**src/include/lmcd_consts.svh**
```systemverilog
// Constants of the motion command decoder: register offsets, field positions,
// reset values, frame codes and frame lengths.
// Assumes inclusion by bare name from the design file.
`ifndef LMCD_CONSTS_SVH
`define LMCD_CONSTS_SVH

// Register word offsets on the Avalon-MM slave.
`define LMCD_OFF_NODE     4'h0
`define LMCD_OFF_IDCFG    4'h1
`define LMCD_OFF_SECURE   4'h2
`define LMCD_OFF_STATUS   4'h3
`define LMCD_OFF_POSITION 4'h4

// Field positions.
`define LMCD_IDCFG_PARAM_LSB  0
`define LMCD_IDCFG_INDIV_LSB  8
`define LMCD_IDCFG_GROUP_LSB  16
`define LMCD_SECURE_EN_BIT    16
`define LMCD_ST_SHUTDOWN_BIT  2

// Reset values.
`define LMCD_RST_NODE   8'h20
`define LMCD_RST_PARAM  6'h00
`define LMCD_RST_INDIV  6'h01
`define LMCD_RST_GROUP  6'h02

// Frame codes.
`define LMCD_NAD_BCAST   8'h7f
`define LMCD_CMD_SECURE  8'h04
`define LMCD_CMD_HALT    8'h05
`define LMCD_CMD_ZERO    8'h06
`define LMCD_CMD_DUAL    8'h08
`define LMCD_CSUM_GOOD   8'hff

// Frame lengths in bytes, identifier and checksum included.
`define LMCD_LEN_GROUP   4'h3
`define LMCD_LEN_INDIV   4'h4
`define LMCD_LEN_DUAL    4'h9
`define LMCD_LEN_OVER    4'ha

`endif

```
**src/include/lmcd_pkg.sv**
```systemverilog
// Types shared by the motion command decoder.
// Assumes the constants header sits beside it.
package lmcd_pkg;
    typedef logic [15:0] lmcd_pos_t;
    typedef logic [7:0]  lmcd_byte_t;

    // Phases of the two-speed positioning sequence.
    typedef enum logic [1:0]
    {
        LMCD_IDLE   = 2'b00,
        LMCD_FIRST  = 2'b01,
        LMCD_SECOND = 2'b10
    } lmcd_dual_e;
endpackage : lmcd_pkg

```
**src/logic/lmcd_decoder.sv**
```systemverilog
// Motion command decoder of a LIN stepper slave: takes received frame bytes,
// checks address, identifier and checksum, and runs secure move, halt,
// position zeroing and the two-speed positioning sequence.
// Assumes a data-link layer that delivers each frame as a start pulse, one
// valid pulse per byte (protected identifier first, checksum last) and an end
// pulse in a cycle without a byte; all inputs are synchronous to clock.
//
// Behaviour
// - Code 04 moves to secure position
// - Accept own node address or broadcast 7F
// - Group frame acts on nodes holding its identifier
// - Code 05 requests an immediate halt
// - Coil fault triggers halt and shutdown
// - Halt while moving sets step loss
// - After halt standstill, target takes actual
// - Bus halt command runs the same halt
// - Code 06 requests position zeroing
// - Zeroing clears actual and target positions
// - Zeroing sets reference done
// - Two-speed frame: nine bytes, code 08
// - Upper nibble is first motion top speed
// - Lower nibble is low and second speed
// - Bytes two, three: absolute first target
// - Bytes four, five: relative second displacement
// - Two-speed completion sets reference done
// - Two-speed sequence blocks other positioning
// - Secure move ignores the secure enable
// - Quick status read clears step loss
`timescale 1ns/1ps
`include "lmcd_consts.svh"

module lmcd_decoder
(
    // Clock and reset.
    input  wire logic        clock,
    input  wire logic        srst,
    // Avalon-MM register slave.
    input  wire logic [3:0]  avs_address,
    input  wire logic        avs_read,
    input  wire logic        avs_write,
    input  wire logic [31:0] avs_writedata,
    output logic      [31:0] avs_readdata,
    output logic             avs_waitrequest,
    // Received frame stream.
    input  wire logic        rx_start,
    input  wire logic        rx_valid,
    input  wire logic [7:0]  rx_byte,
    input  wire logic        rx_end,
    // Motor and status inputs.
    input  wire logic        motor_moving,
    input  wire logic        step_pulse,
    input  wire logic        step_dir,
    input  wire logic        coil_fault,
    input  wire logic        quick_status_read,
    // Position controller outputs.
    output logic      [15:0] actual_position,
    output logic      [15:0] target_position,
    output logic             motion_go,
    output logic             immediate_halt,
    output logic      [3:0]  vmax_code,
    output logic      [3:0]  vmin_code,
    output logic             speed_override,
    // Status outputs.
    output logic             step_loss_flag,
    output logic             ref_done,
    output logic             shutdown,
    output logic             dual_busy
);

    ////////////////////////////////////////////////////////////////////////
    // Adds two bytes with the end-around carry of the enhanced checksum.
    function automatic logic [7:0] csum_add(input logic [7:0] a, input logic [7:0] b);
        logic [8:0] s;
        s = {1'b0, a} + {1'b0, b};
        return s[7:0] + {7'h00, s[8]};
    endfunction : csum_add

    ////////////////////////////////////////////////////////////////////////
    // Register state.
    logic [7:0]           node_q;
    logic [5:0]           param_id_q;
    logic [5:0]           indiv_id_q;
    logic [5:0]           group_id_q;
    logic [10:0]          secure_q;
    logic                 secure_en_q;
    lmcd_pkg::lmcd_byte_t frame_q [0:8];
    logic [3:0]           cnt_q;
    logic [7:0]           sum_q;
    lmcd_pkg::lmcd_dual_e dual_q;
    lmcd_pkg::lmcd_dual_e dual_d;
    lmcd_pkg::lmcd_pos_t  act_q;
    lmcd_pkg::lmcd_pos_t  act_d;
    lmcd_pkg::lmcd_pos_t  tgt_q;
    lmcd_pkg::lmcd_pos_t  tgt_d;
    lmcd_pkg::lmcd_pos_t  offset_q;
    logic [3:0]           vmax_q;
    logic [3:0]           vmin_q;
    logic                 halt_pend_q;
    logic                 fault_prev_q;
    logic                 step_loss_q;
    logic                 ref_done_q;
    logic                 shutdown_q;
    logic                 go_q;
    logic                 halt_q;
    logic                 wait_q;
    logic                 busy_q;
    logic [31:0]          rdata_q;

    ////////////////////////////////////////////////////////////////////////
    // Frame decode.
    wire [5:0] frame_id    = frame_q[0][5:0];
    wire       nad_ok      = (frame_q[1] == node_q) || (frame_q[1] == `LMCD_NAD_BCAST);
    wire       csum_ok     = (sum_q == `LMCD_CSUM_GOOD);
    wire       indiv_frame = (frame_id == indiv_id_q) && (cnt_q == `LMCD_LEN_INDIV) && nad_ok;
    wire       group_frame = (frame_id == group_id_q) && (cnt_q == `LMCD_LEN_GROUP);
    wire [7:0] addr_cmd    = indiv_frame ? frame_q[2] : frame_q[1];
    wire       addr_ok     = rx_end && csum_ok && (indiv_frame || group_frame);
    wire       busy        = (dual_q != lmcd_pkg::LMCD_IDLE);
    wire       wr_fire     = avs_write && !wait_q;
    wire       go_secure   = addr_ok && (addr_cmd == `LMCD_CMD_SECURE) && !busy;
    wire       halt_bus    = addr_ok && (addr_cmd == `LMCD_CMD_HALT);
    wire       zero_cmd    = addr_ok && (addr_cmd == `LMCD_CMD_ZERO) && !busy;
    wire       dual_cmd    = rx_end && csum_ok && (frame_id == param_id_q) && nad_ok
                             && (cnt_q == `LMCD_LEN_DUAL) && (frame_q[2] == `LMCD_CMD_DUAL) && !busy;

    // Halt sources: the bus command and the rising edge of a coil fault.
    wire       fault_rise  = coil_fault && !fault_prev_q;
    wire       halt_trig   = halt_bus || fault_rise;
    wire       halt_done   = halt_pend_q && !motor_moving;

    // The sequence phase ends once the motor stands still on its target.
    wire       reached     = !motor_moving && (act_q == tgt_q) && !go_q;
    wire       dual_finish = (dual_q == lmcd_pkg::LMCD_SECOND) && reached && !halt_trig;

    ////////////////////////////////////////////////////////////////////////
    // Frame capture and running checksum.
    always_ff @(posedge clock)
    begin
        if (srst || rx_start)
        begin
            cnt_q <= 4'h0;
            sum_q <= 8'h00;
        end
        else if (rx_valid)
        begin
            if (cnt_q < `LMCD_LEN_DUAL)
                frame_q[cnt_q] <= rx_byte;
            cnt_q <= (cnt_q == `LMCD_LEN_OVER) ? cnt_q : cnt_q + 4'h1;
            sum_q <= csum_add(sum_q, rx_byte);
        end
    end

    ////////////////////////////////////////////////////////////////////////
    // Two-speed sequence phase selection; a halt aborts it.
    always_comb
    begin
        dual_d = dual_q;
        unique case (dual_q)
            lmcd_pkg::LMCD_IDLE:   if (dual_cmd) dual_d = lmcd_pkg::LMCD_FIRST;
            lmcd_pkg::LMCD_FIRST:  if (halt_trig) dual_d = lmcd_pkg::LMCD_IDLE;
                                   else if (reached) dual_d = lmcd_pkg::LMCD_SECOND;
            lmcd_pkg::LMCD_SECOND: if (halt_trig || reached) dual_d = lmcd_pkg::LMCD_IDLE;
            default:               dual_d = lmcd_pkg::LMCD_IDLE;
        endcase
    end

    // Position next values: zeroing first, then halt hold, then new targets.
    wire second_load = (dual_q == lmcd_pkg::LMCD_FIRST) && reached && !halt_trig;
    assign act_d = zero_cmd   ? 16'h0000
                 : step_pulse ? (step_dir ? act_q - 16'h0001 : act_q + 16'h0001)
                 : act_q;
    assign tgt_d = zero_cmd    ? 16'h0000
                 : halt_done   ? act_q
                 : dual_cmd    ? {frame_q[5], frame_q[4]}
                 : second_load ? act_q + offset_q
                 : go_secure   ? {5'h00, secure_q}
                 : tgt_q;

    ////////////////////////////////////////////////////////////////////////
    // Motion state.
    always_ff @(posedge clock)
    begin
        if (srst)
        begin
            dual_q       <= lmcd_pkg::LMCD_IDLE;
            act_q        <= 16'h0000;
            tgt_q        <= 16'h0000;
            offset_q     <= 16'h0000;
            vmax_q       <= 4'h0;
            vmin_q       <= 4'h0;
            go_q         <= 1'b0;
            halt_q       <= 1'b0;
            halt_pend_q  <= 1'b0;
            fault_prev_q <= 1'b0;
            busy_q       <= 1'b0;
        end
        else
        begin
            dual_q       <= dual_d;
            busy_q       <= (dual_d != lmcd_pkg::LMCD_IDLE);
            act_q        <= act_d;
            tgt_q        <= tgt_d;
            fault_prev_q <= coil_fault;
            go_q         <= go_secure || dual_cmd || second_load;
            halt_q       <= halt_trig;
            halt_pend_q  <= halt_trig || (halt_pend_q && motor_moving);
            if (dual_cmd)
            begin
                vmax_q   <= frame_q[3 + 0][7:4];
                vmin_q   <= frame_q[3][3:0];
                offset_q <= {frame_q[7], frame_q[6]};
            end
            else if (second_load)
                vmax_q <= vmin_q;
        end
    end

    ////////////////////////////////////////////////////////////////////////
    // Sticky flags; a setting event wins over a clear in the same cycle.
    always_ff @(posedge clock)
    begin
        if (srst)
        begin
            step_loss_q <= 1'b0;
            ref_done_q  <= 1'b0;
            shutdown_q  <= 1'b0;
        end
        else
        begin
            step_loss_q <= (halt_trig && motor_moving)
                           || (step_loss_q && !quick_status_read);
            ref_done_q  <= zero_cmd || dual_finish || ref_done_q;
            shutdown_q  <= fault_rise || (shutdown_q && !(wr_fire && avs_address == `LMCD_OFF_STATUS
                           && avs_writedata[`LMCD_ST_SHUTDOWN_BIT]));
        end
    end

    ////////////////////////////////////////////////////////////////////////
    // Avalon-MM slave: one wait cycle, then the access completes.
    wire [31:0] idcfg    = {10'h000, group_id_q, 2'b00, indiv_id_q, 2'b00, param_id_q};
    wire [31:0] status   = {27'h0, dual_q == lmcd_pkg::LMCD_SECOND, busy, shutdown_q,
                            ref_done_q, step_loss_q};
    wire [31:0] rd_mux   = (avs_address == `LMCD_OFF_NODE)     ? {24'h000000, node_q}
                         : (avs_address == `LMCD_OFF_IDCFG)    ? idcfg
                         : (avs_address == `LMCD_OFF_SECURE)   ? {15'h0000, secure_en_q, 5'h00, secure_q}
                         : (avs_address == `LMCD_OFF_STATUS)   ? status
                         : (avs_address == `LMCD_OFF_POSITION) ? {tgt_q, act_q}
                         : 32'h00000000;

    // Bus handshake and read data.
    always_ff @(posedge clock)
    begin
        if (srst)
        begin
            wait_q  <= 1'b1;
            rdata_q <= 32'h00000000;
        end
        else
        begin
            wait_q  <= !((avs_read || avs_write) && wait_q);
            rdata_q <= rd_mux;
        end
    end

    // Configuration registers written by software.
    always_ff @(posedge clock)
    begin
        if (srst)
        begin
            node_q      <= `LMCD_RST_NODE;
            param_id_q  <= `LMCD_RST_PARAM;
            indiv_id_q  <= `LMCD_RST_INDIV;
            group_id_q  <= `LMCD_RST_GROUP;
            secure_q    <= 11'h000;
            secure_en_q <= 1'b0;
        end
        else if (wr_fire)
        begin
            if (avs_address == `LMCD_OFF_NODE)
                node_q <= avs_writedata[7:0];
            if (avs_address == `LMCD_OFF_IDCFG)
            begin
                param_id_q <= avs_writedata[`LMCD_IDCFG_PARAM_LSB +: 6];
                indiv_id_q <= avs_writedata[`LMCD_IDCFG_INDIV_LSB +: 6];
                group_id_q <= avs_writedata[`LMCD_IDCFG_GROUP_LSB +: 6];
            end
            if (avs_address == `LMCD_OFF_SECURE)
            begin
                secure_q    <= avs_writedata[10:0];
                secure_en_q <= avs_writedata[`LMCD_SECURE_EN_BIT];
            end
        end
    end

    ////////////////////////////////////////////////////////////////////////
    // Outputs straight from flip-flops.
    assign avs_readdata    = rdata_q;
    assign avs_waitrequest = wait_q;
    assign actual_position = act_q;
    assign target_position = tgt_q;
    assign motion_go       = go_q;
    assign immediate_halt  = halt_q;
    assign vmax_code       = vmax_q;
    assign vmin_code       = vmin_q;
    assign speed_override  = busy_q;
    assign step_loss_flag  = step_loss_q;
    assign ref_done        = ref_done_q;
    assign shutdown        = shutdown_q;
    assign dual_busy       = busy_q;

    ////////////////////////////////////////////////////////////////////////
    // Checks on the decoder behaviour.
    property p_secure_load;
        @(posedge clock) disable iff (srst)
        go_secure && !zero_cmd && !halt_done && !dual_cmd |=> tgt_q == {5'h00, $past(secure_q)} && go_q;
    endproperty
    a_secure_load: assert property (p_secure_load)
        else $error("Secure command did not load the secure position.");

    property p_foreign_nad;
        @(posedge clock) disable iff (srst)
        rx_end && frame_id == indiv_id_q && frame_id != group_id_q && frame_id != param_id_q
        && frame_q[1] != node_q && frame_q[1] != `LMCD_NAD_BCAST
        && !fault_rise && !second_load |=> !go_q && !halt_q;
    endproperty
    a_foreign_nad: assert property (p_foreign_nad)
        else $error("Frame for another node was acted on.");

    property p_bad_csum;
        @(posedge clock) disable iff (srst)
        rx_end && !csum_ok && !fault_rise && !second_load |=> !go_q && !halt_q;
    endproperty
    a_bad_csum: assert property (p_bad_csum)
        else $error("Frame with a bad checksum was acted on.");

    property p_fault_halt;
        @(posedge clock) disable iff (srst)
        coil_fault && !fault_prev_q |=> halt_q && shutdown_q;
    endproperty
    a_fault_halt: assert property (p_fault_halt)
        else $error("Coil fault did not halt and shut down.");

    property p_step_loss;
        @(posedge clock) disable iff (srst)
        halt_trig && motor_moving |=> step_loss_q [*2] or (step_loss_q ##1 $past(quick_status_read));
    endproperty
    a_step_loss: assert property (p_step_loss)
        else $error("Halt while moving did not raise step loss.");

    property p_halt_hold;
        @(posedge clock) disable iff (srst)
        halt_pend_q && !motor_moving && !zero_cmd |=> tgt_q == $past(act_q);
    endproperty
    a_halt_hold: assert property (p_halt_hold)
        else $error("Target did not take the stop position.");

    property p_zero;
        @(posedge clock) disable iff (srst)
        zero_cmd |=> act_q == 16'h0000 && tgt_q == 16'h0000 && ref_done_q;
    endproperty
    a_zero: assert property (p_zero)
        else $error("Zeroing did not clear positions and set reference done.");

    property p_dual_done;
        @(posedge clock) disable iff (srst)
        dual_finish |=> ref_done_q && dual_q == lmcd_pkg::LMCD_IDLE;
    endproperty
    a_dual_done: assert property (p_dual_done)
        else $error("Two-speed completion did not set reference done.");

    property p_dual_guard;
        @(posedge clock) disable iff (srst)
        busy && !halt_done && !second_load |=> $stable(tgt_q) || $past(step_pulse) == 1'b0 && $stable(tgt_q);
    endproperty
    a_dual_guard: assert property (p_dual_guard)
        else $error("Positioning command replaced a running two-speed move.");

    property p_dual_speed;
        @(posedge clock) disable iff (srst)
        dual_cmd |=> vmax_q == $past(frame_q[3][7:4]) && vmin_q == $past(frame_q[3][3:0])
                     && dual_q == lmcd_pkg::LMCD_FIRST;
    endproperty
    a_dual_speed: assert property (p_dual_speed)
        else $error("Two-speed codes were not taken from the first data byte.");

endmodule : lmcd_decoder

```
**config.mk**
```make
export PLATFORM = sky130hd
export DESIGN_NAME = lmcd_decoder
export DESIGN_NICKNAME = d
export VERILOG_FILES = /design/src/include/lmcd_pkg.sv /design/src/logic/lmcd_decoder.sv
export VERILOG_INCLUDE_DIRS = /design/src /design/src/include
export SDC_FILE = /design/constraint.sdc
export NUM_CORES = 1
export LEC_CHECK = 0
export BUFFER_PORTS_ARGS = -buffer_cell sky130_fd_sc_hd__buf_4
export CORE_ASPECT_RATIO = 0.5
export CORE_MARGIN = 2
export CORE_UTILIZATION = 60
export CTS_CLUSTER_SIZE = 30
export DETAILED_ROUTE_END_ITERATION = 12
export PLACE_DENSITY_LB_ADDON = 0.2
export SLEW_MARGIN = 20
export SYNTH_ARGS = -nofsm -noshare
export SYNTH_HDL_FRONTEND = slang
export SYNTH_SLANG_ARGS = --single-unit
```
**constraint.sdc**
```tcl
create_clock -name clock -period 8.19 [get_ports clock]
set_input_delay 1.2285 -clock clock [delete_from_list [all_inputs] [get_ports clock]]
set_output_delay 1.2285 -clock clock [all_outputs]
set_load 0.02 [all_outputs]
```
## Word level (Yosys, flattened, before mapping)

Memories as Yosys holds them, arrays and structs flattened. A register that Yosys moved wholly into a read port is not among the register bits.
Cells that the tools add are included.

| cells by class | value |
|---|---|
| reductions and logical operators | 66 |
| $lt $le $gt $ge | 1 |
| eq/ne operators | 21 |
| multiplexer cells | 22 |
| bitwise operators | 2 |
| add/subtract/negate cells | 6 |

Operators with widths:

| cell | count |
|---|---|
| 2-to-1 mux 22 bit | 4 |
| 2-to-1 mux 16 bit | 5 |
| logical AND 1 bit | 31 |
| == test 8 x 3 -> 1 bit (second input constant) | 3 |
| == test 6 bit | 3 |
| adder 16 x 1 -> 16 bit (second input constant) | 1 |
| adder 16 bit | 1 |
| == test 16 bit | 1 |
| 2-to-1 mux 8 bit | 2 |
| subtractor 16 x 1 -> 16 bit (second input constant) | 1 |
| logical OR 1 bit | 13 |
| == test 4 x 2 -> 1 bit (second input constant) | 3 |
| adder 8 x 8 -> 9 bit | 1 |
| zero test 1 bit | 9 |
| adder 8 x 1 -> 8 bit | 1 |
| == test 4 x 3 -> 1 bit (second input constant) | 2 |
| == test 4 bit (second input constant) | 2 |
| == test 8 x 4 -> 1 bit (second input constant) | 1 |
| == test 8 x 7 -> 1 bit (second input constant) | 1 |
| == test 8 bit | 1 |
| == test 8 bit (second input constant) | 1 |
| 2-to-1 mux 2 bit | 4 |
| 2-to-1 mux 4 bit | 2 |
| AND reduction 2 bit | 4 |
| 14 further kinds | 21 |

| storage, ports and cells | value |
|---|---|
| memories kept | 1 |
| logic and storage cells | 144 |
| flip-flop bits (word level) | 133 |
| memory bits (writable) | 72 |

Memory list:

| name | depth | bits a word | read ports | clocked after Yosys merged registers in | write ports | RTL line | RTL |
|---|---|---|---|---|---|---|---|
| frame_q | 9 | 8 | 8 | 2 | 1 | lmcd_decoder.sv:86 | `lmcd_pkg::lmcd_byte_t frame_q [0:8];` |

## Logic depth before layout (Yosys ltp)

Gate-level depths: netlist of run 1.
An unclocked memory read counts as a cell.

| logic depth | value |
|---|---|
| word-level depth | 13 |
| gate-level depth with buffers | 16 |

## Worst setup path after synthesis of run 1

OpenSTA, ideal clock, no wires.

| path | value |
|---|---|
| kind | input-to-reg |
| start point | input rx_byte[0] |
| end point | register sum_q[7] |
| data arrival time | 3.699 ns |
| stages on the path | 16 |
| path slack | 4.354 ns |
| setup time | 0.137 ns |
| required time | 8.053 ns |
| path through | ha_1 fa_1 a21o_1 a21oi_1 o21bai_1 a21oi_1 nor2b_1 o21ai_0 nand2b_1 ha_1 and3_1 and3_1 nand3_1 xnor2_1 xnor2_1 a21oi_1 |

| on the way | value |
|---|---|
| longest elaborated chain between the ends | 2 |

Ends and longest elaborated chain:

| what | RTL line | RTL |
|---|---|---|
| from (decl) | lmcd_decoder.sv:47 | `input wire logic [7:0] rx_byte,` |
| adder 8 x 8 -> 9 bit | lmcd_decoder.sv:74 | `s = {1'b0, a} + {1'b0, b};` |
| adder 8 x 1 -> 8 bit | lmcd_decoder.sv:75 | `return s[7:0] + {7'h00, s[8]};` |
| to (signal assigned) | lmcd_decoder.sv:149 | `sum_q <= csum_add(sum_q, rx_byte);` |
| to (decl) | lmcd_decoder.sv:88 | `logic [7:0] sum_q;` |

Every way passes these cells.
A chain may end at the register's enable or synchronous reset.

## Final worst setup path of run 1

Same ends and word-level chain as after synthesis.

==> results of run 1 <==
sequential cells by signal (all words and copies together) (netlist names), 2 cells and up:
signal,count
avs_readdata,32
node_q,8
indiv_id_q,6
vmin_code,4
group_id_q,6
actual_position,16
secure_q,11
vmax_code,4
cnt_q,4
target_position,16
param_id_q,6
dual_q,2
offset_q,16
frame_q,62
sum_q,8
cell usage after synthesis (11+ instances only):
cell	count	share of area
xnor2_1	68	0.058
and3_1	24	0.015
nand4_1	18	0.011
and2_1	11	0.0067
nor2b_1	13	0.0079
nand3_1	31	0.015
nand2_1	162	0.059
o21ai_0	37	0.018
clkbuf_1	36	0.013
ha_1	43	0.052
edfxtp_1	62	0.18
nor2_1	88	0.032
inv_1	19	0.0069
a21oi_1	98	0.048
nor3_1	18	0.0087
mux2i_1	23	0.022
a211oi_1	17	0.012
a22oi_1	13	0.0095
dfxtp_1	149	0.29
xor2_1	13	0.011
cell families (layout without fill, tap and decap cells):
| kind of cell | count (synthesis) | count (layout) | share of synthesized area |
|---|---|---|---|
| adders and majority gates | 46 | 46 | 0.0580 |
| other | 0 | 1 | 0 |
| muxes | 27 | 27 | 0.0267 |
| AOI/OAI and AO/OA | 242 | 242 | 0.154 |
| xor gates and xnor gates | 81 | 81 | 0.0688 |
| DFF | 211 | 211 | 0.470 |
| buffers and inverters | 71 | 185 | 0.0312 |
| and+or+nand+nor | 414 | 414 | 0.191 |
layer usage:
layer  vias to the layer above  track usage  part of all wire
li1                       4116            -                 -
met1                      4287        0.439              0.41
met2                       436        0.502              0.45
met3                        60       0.0740              0.11
met4                         0       0.0769             0.023
met5                         -            0                 0
worst max-delay path by stage:
stage | start | endpoint | slack (ps)
after global placement | rx_byte[0] | sum_q[7] | 3940
after CTS | rx_byte[0] | sum_q[7] | 4430
after global routing | rx_byte[0] | sum_q[7] | 4330
final | rx_byte[0] | sum_q[7] | 4390
after detailed placement | rx_byte[0] | sum_q[7] | 3930
after floorplan | rx_byte[0] | sum_q[7] | 4350
per-stage QoR:
step	setup WS, ps	util	std cells	hold slack [ps]	area, µm²
finish	4390	0.719	1434	435	11900
global route	4330	0.719	1433	458	11900
CTS	4430	0.718	1432	436	11900
detailed placement	3930	0.682	1396	420	11300
global placement	3940	0.682	1396	408	11300
floorplan	4350	-	1092	436	10300
layout make-up:
cell class | instances | area, µm²
multi-input cells | 810 | 5150
flip-flops and latches | 211 | 4840
fillers | 1277 | 4670
repair buffers | 130 | 980
clock buffers | 27 | 548
well taps | 227 | 284
inverters | 19 | 71.3
clock inverters | 9 | 48.8
diodes | 1 | 2.50
power by group through the flow:
stage                     clock network, mW  logic (mW)  registers, mW
after CTS                             0.880       0.360           1.16
after detailed placement                  0       0.357           1.19
after global routing                  0.923       0.396           1.17
final                                 0.878       0.365           1.17
after global placement                    0       0.346           1.19
after floorplan                           0       0.226           1.18
==> flow_metrics.py, run 1 <==
metrics = {
    "setup_path": {
        "crit_fanout": 9,
        "path_buf_inv": 1,
        "reg2reg_depth": 8,
        "worstReg2RegStart": "actual_position[0]",
        "cp.required_ps": 8580,
        "crit_path_frequent_cell": "a21oi_1",
        "path_class": "primary input to register",
        "rrSetupSlack_ps": 4780,
        "reg2reg_to": "target_position[9]",
        "end_kind": "register",
        "worstPathArrival_ps": 4190,
        "critical-path-top-delay-family": "compound AO/OA/AOI/OAI gates",
        "crit_chain": "buf_4 > ha_1 > fa_1 > a21o_1 > a21oi_1 > o21bai_1 > a21oi_1 > nor2b_1 > o21ai_0 > nand2b_1 > ha_1 > and3_1 > and3_1 > nand3_1 > xnor2_1 > xnor2_1 > a21oi_1",
        "path_depth": 17,
        "cp_slowest_cell": "fa_1",
        "start_kind": "primary input",
        "max_stage_delay_ps": 410,
    },
    "job": {
        "cap_viol_max_count": 0,
    },
    "die": {
        "io_pins": 136,
        "dieArea_mm2": 0.0183,
        "core_mm2": 0.0166,
        "die_height_um": 96.7,
        "initial_core_util": 0.621,
        "rows": 33,
        "die_w_um": 189,
    },
    "global_route": {
        "grt_usage": 0.316,
        "grt_max_degree": 81,
        "grt_overflow_total": 0,
        "grt_antenna_before_repair": 2,
        "grt_pass1_wl_um": 45200,
        "grt_pass1_vias": 8212,
    },
    "clock_network": {
        "cts_made_buffers": 20,
        "cts_resized": 0,
        "path_clk_slew_ps": 70,
        "cts_root_buf": "clkbuf_16",
        "cts_tree": "yes",
        "htreeDepth": 1,
        "cts_setup_buffers": 0,
        "postCtsHoldBufs": 0,
        "clock-sinks": 211,
        "clockBufferDepth": 3,
        "insertion_delay_ps": 500,
    },
    "timing": {
        "finClkSkew_ps": 14.2,
        "tns_ps": 0,
        "fin_crit_ps": 3800,
        "slew_headroom": 0.412,
        "tightestPinTransition_ps": 882,
        "rsz0062_at_grt": "false",
        "final-setup-viol-count": 0,
        "max_freq_mhz": 263,
        "period_share": 0.464,
        "slew_violations": 0,
        "hold_viol_final": 0,
    },
    "synth": {
        "syn_inst": 1092,
        "syn-cell-area_mm2": 0.0103,
        "synth-seq-cells": 211,
        "ys_types": 75,
        "ys.flop_type": "dfxtp_1",
        "ys_warn_count": 0,
        "synth_edf_count": 62,
        "synth_seq_area_share": 0.470,
        "synth_fp_nets": 1194,
        "syn-mean-instance-area_um2": 9.44,
        "async_reset_ff_frac": 0,
    },
    "finish": {
        "layout.nets": 1294,
        "final_cell_mix": "nand2_1 (162), dfxtp_1 (149), buf_4 (129), a21oi_1 (98), nor2_1 (88)",
        "syn_to_final_growth_pct": 15.7,
        "final_common_cell": "nand2_1",
        "drive_gt1_frac": 0.153,
    },
    "hold_path": {
        "min_to": "avs_waitrequest",
        "hold_depth": 1,
        "hold_class": "register to register",
        "holdCritStartpoint": "avs_waitrequest",
    },
    "power": {
        "ir_worst_vdd_v": 0.000140,
        "pwr-share-clk": 0.364,
        "power_mw": 2.41,
        "p_seq_frac": 0.484,
        "switching_share": 0.281,
        "internal-power_mw": 1.73,
        "p_sw_mw": 0.677,
        "p_per_area_mw_per_mm2": 202,
        "power.static_leakage_nw": 4.63,
        "p_comb_frac": 0.151,
    },
    "routing": {
        "via_per_inst": 6.21,
        "ant_nets": 0,
        "drc": 0,
        "vias": 8899,
        "drtIter0Drc": 870,
        "detail_route.first_pass.iterations": 5,
        "wl_per_cell_um": 20.8,
        "wl_um": 29800,
    },
    "place": {
        "io_buffer_count": 123,
        "dpl.hpwl_um": 21600,
        "place_congestion": 0.979,
    },
    "run_status": {
        "outcome": "finished clean",
    },
}
(Power assumes the default switching activity.)
==> run 2: changes to the inputs <==
--- a/config.mk
+++ b/config.mk
@@ -9,7 +9,7 @@
 export BUFFER_PORTS_ARGS = -buffer_cell sky130_fd_sc_hd__buf_4
 export CORE_ASPECT_RATIO = 0.5
 export CORE_MARGIN = 2
-export CORE_UTILIZATION = 60
+export CORE_UTILIZATION = 58
 export CTS_CLUSTER_SIZE = 30
 export DETAILED_ROUTE_END_ITERATION = 12
 export PLACE_DENSITY_LB_ADDON = 0.2
==> constraint.sdc (replaced) <==
create_clock -name clock -period 3.72 [get_ports clock]
set_input_delay 0.558 -clock clock [delete_from_list [all_inputs] [get_ports clock]]
set_output_delay 0.558 -clock clock [all_outputs]
set_load 0.02 [all_outputs]
==> run 2 against run 1 <==
Effect of this change: core utilization shrank 2.6 points; power grew 120%; hold slack lost 160 ps; first-iteration DRC count grew 3.2%; die area grew 3.3%; non-clock buffer count grew 16; setup slack lost 4100 ps; combinational power grew 140%; final area grew 1.0%; largest power group unchanged.
==> flow_metrics.py, run 2 (same netlist as run 1, synthesis figures left out) <==
metrics = {
    "timing": {
        "period_share": 0.918,
        "fin_crit_ps": 3410,
        "slew_headroom": 0.469,
        "tightestPinTransition_ps": 776,
        "max_freq_mhz": 293,
        "hold_slack_ps": 275,
        "slew_violations": 0,
        "rsz0062_at_grt": "false",
        "hold_viol_final": 0,
        "tns_ps": 0,
        "finClkSkew_ps": 9.93,
        "final-setup-viol-count": 0,
    },
    "setup_path": {
        "reg2reg_depth": 9,
        "path_class": "register to register",
        "worstReg2RegStart": "cnt_q[1]",
        "cp.required_ps": 4070,
        "end_kind": "register",
        "start_kind": "register",
        "reg2reg_to": "target_position[8]",
        "worstPathArrival_ps": 3760,
        "rrSetupSlack_ps": 310,
        "crit_fanout": 15,
    },
    "clock_network": {
        "cts_setup_buffers": 0,
        "clock-sinks": 211,
        "cts_tree": "yes",
        "clockBufferDepth": 3,
        "cts_root_buf": "clkbuf_16",
        "insertion_delay_ps": 490,
        "path_clk_slew_ps": 70,
        "htreeDepth": 1,
        "cts_made_buffers": 19,
    },
    "finish": {
        "top_register": "frame_q",
        "largest_reg_flops": 62,
        "syn_to_final_growth_pct": 16.9,
        "final_cell_mix": "nand2_1 (162), dfxtp_1 (149), buf_4 (146), a21oi_1 (98), nor2_1 (88)",
        "drive_gt1_frac": 0.164,
        "fillers": 1384,
        "layout.nets": 1309,
        "antenna_cells": 0,
        "final_common_cell": "nand2_1",
    },
    "place": {
        "dpl.hpwl_um": 22900,
        "place_congestion": 0.954,
        "io_buffer_count": 123,
    },
    "die": {
        "die_height_um": 98.3,
        "dieArea_mm2": 0.0189,
        "io_pins": 136,
        "die_w_um": 193,
        "initial_core_util": 0.593,
        "core_mm2": 0.0174,
        "rows": 34,
    },
    "hold_path": {
        "hold_class": "primary input to register",
        "holdCritStartpoint": "avs_writedata[17]",
        "min_to": "group_id_q[1]",
        "hold_depth": 3,
    },
    "global_route": {
        "grt_pass1_wl_um": 47700,
        "grt_overflow_total": 0,
        "grt_usage": 0.330,
        "grt_pass1_vias": 8436,
        "grt_max_degree": 49,
        "grt_antenna_before_repair": 0,
    },
    "routing": {
        "ant_nets": 0,
        "wl_per_cell_um": 21.3,
        "detail_route.first_pass.iterations": 6,
        "via_per_inst": 6.20,
        "drtIter0Drc": 898,
        "wl_um": 31000,
        "drc": 0,
        "vias": 9007,
    },
    "power": {
        "p_per_area_mw_per_mm2": 441,
        "power.static_leakage_nw": 4.71,
        "ir_worst_vdd_v": 0.000294,
    },
    "run_status": {
        "outcome": "finished clean",
    },
    "job": {
        "cap_viol_max_count": 0,
    },
}
==> run 2: layer usage <==
metal	track usage	part of all wire	routed length, µm	vias to the layer above
li1	-	-	-	4150
met1	0.473	0.42	12900	4332
met2	0.517	0.45	14000	473
met3	0.0672	0.12	3580	52
met4	0.0711	0.019	580	0
met5	0	0	0	-
==> run 2: layout make-up <==
class | instances | area (µm²) | area share
multi-input cells | 810 | 5160 | 0.428
clock buffers | 26 | 543 | 0.0451
well taps | 234 | 293 | 0.0243
repair buffers | 146 | 1100 | 0.0910
clock inverters | 7 | 41.3 | 0.00343
inverters | 19 | 71.3 | 0.00592
flip-flops and latches | 211 | 4840 | 0.402
==> run 2: worst max-delay path by stage <==
stage               startpoint                   to  slack (ps)  cells after the start
floorplan           rx_byte[0]             sum_q[7]         550                     16
global placement    rx_byte[0]             sum_q[7]         200                     17
detailed placement  rx_byte[0]             sum_q[7]         150                     17
CTS                   cnt_q[1]  target_position[13]         340                     10
global route          cnt_q[1]   target_position[8]         190                      9
finish                cnt_q[1]   target_position[8]         310                      9
==> run 2: timing repair <==
item,4_1_cts,5_1_grt
hold buffers,0,0
resized for setup,0,1
setup endpoints to repair,0,2
==> run 2: worst max-delay path: stages (launching register included) <==
cell and delay (ps):
dfxtp_1 390, ha_1 290, nor4b_1 440, nand4_1 200
nor3_2 220, a41oi_2 90, a2111oi_4 520, a221oi_4 250
a2111oi_0 760, nor3_1 100
==> run 2: report_power, final <==
| group | internal [mW] | switching [mW] |
|---|---|---|
| Sequential | 2.42 | 0.104 |
| Combinational | 0.380 | 0.511 |
| Clock | 1.03 | 0.866 |
| Total | 3.83 | 1.48 |
==> run 2: through the flow <==
stage	area [µm²]	power [mW]	util	instances	setup WS, ps
final	12000	5.31	0.692	1453	306
after global routing	12000	5.50	0.692	1453	194
after CTS	12000	5.29	0.692	1453	341
after detailed placement	11500	3.44	0.658	1420	150
after global placement	11500	3.42	0.658	1420	200
after floorplan	10300	3.10	-	1092	555
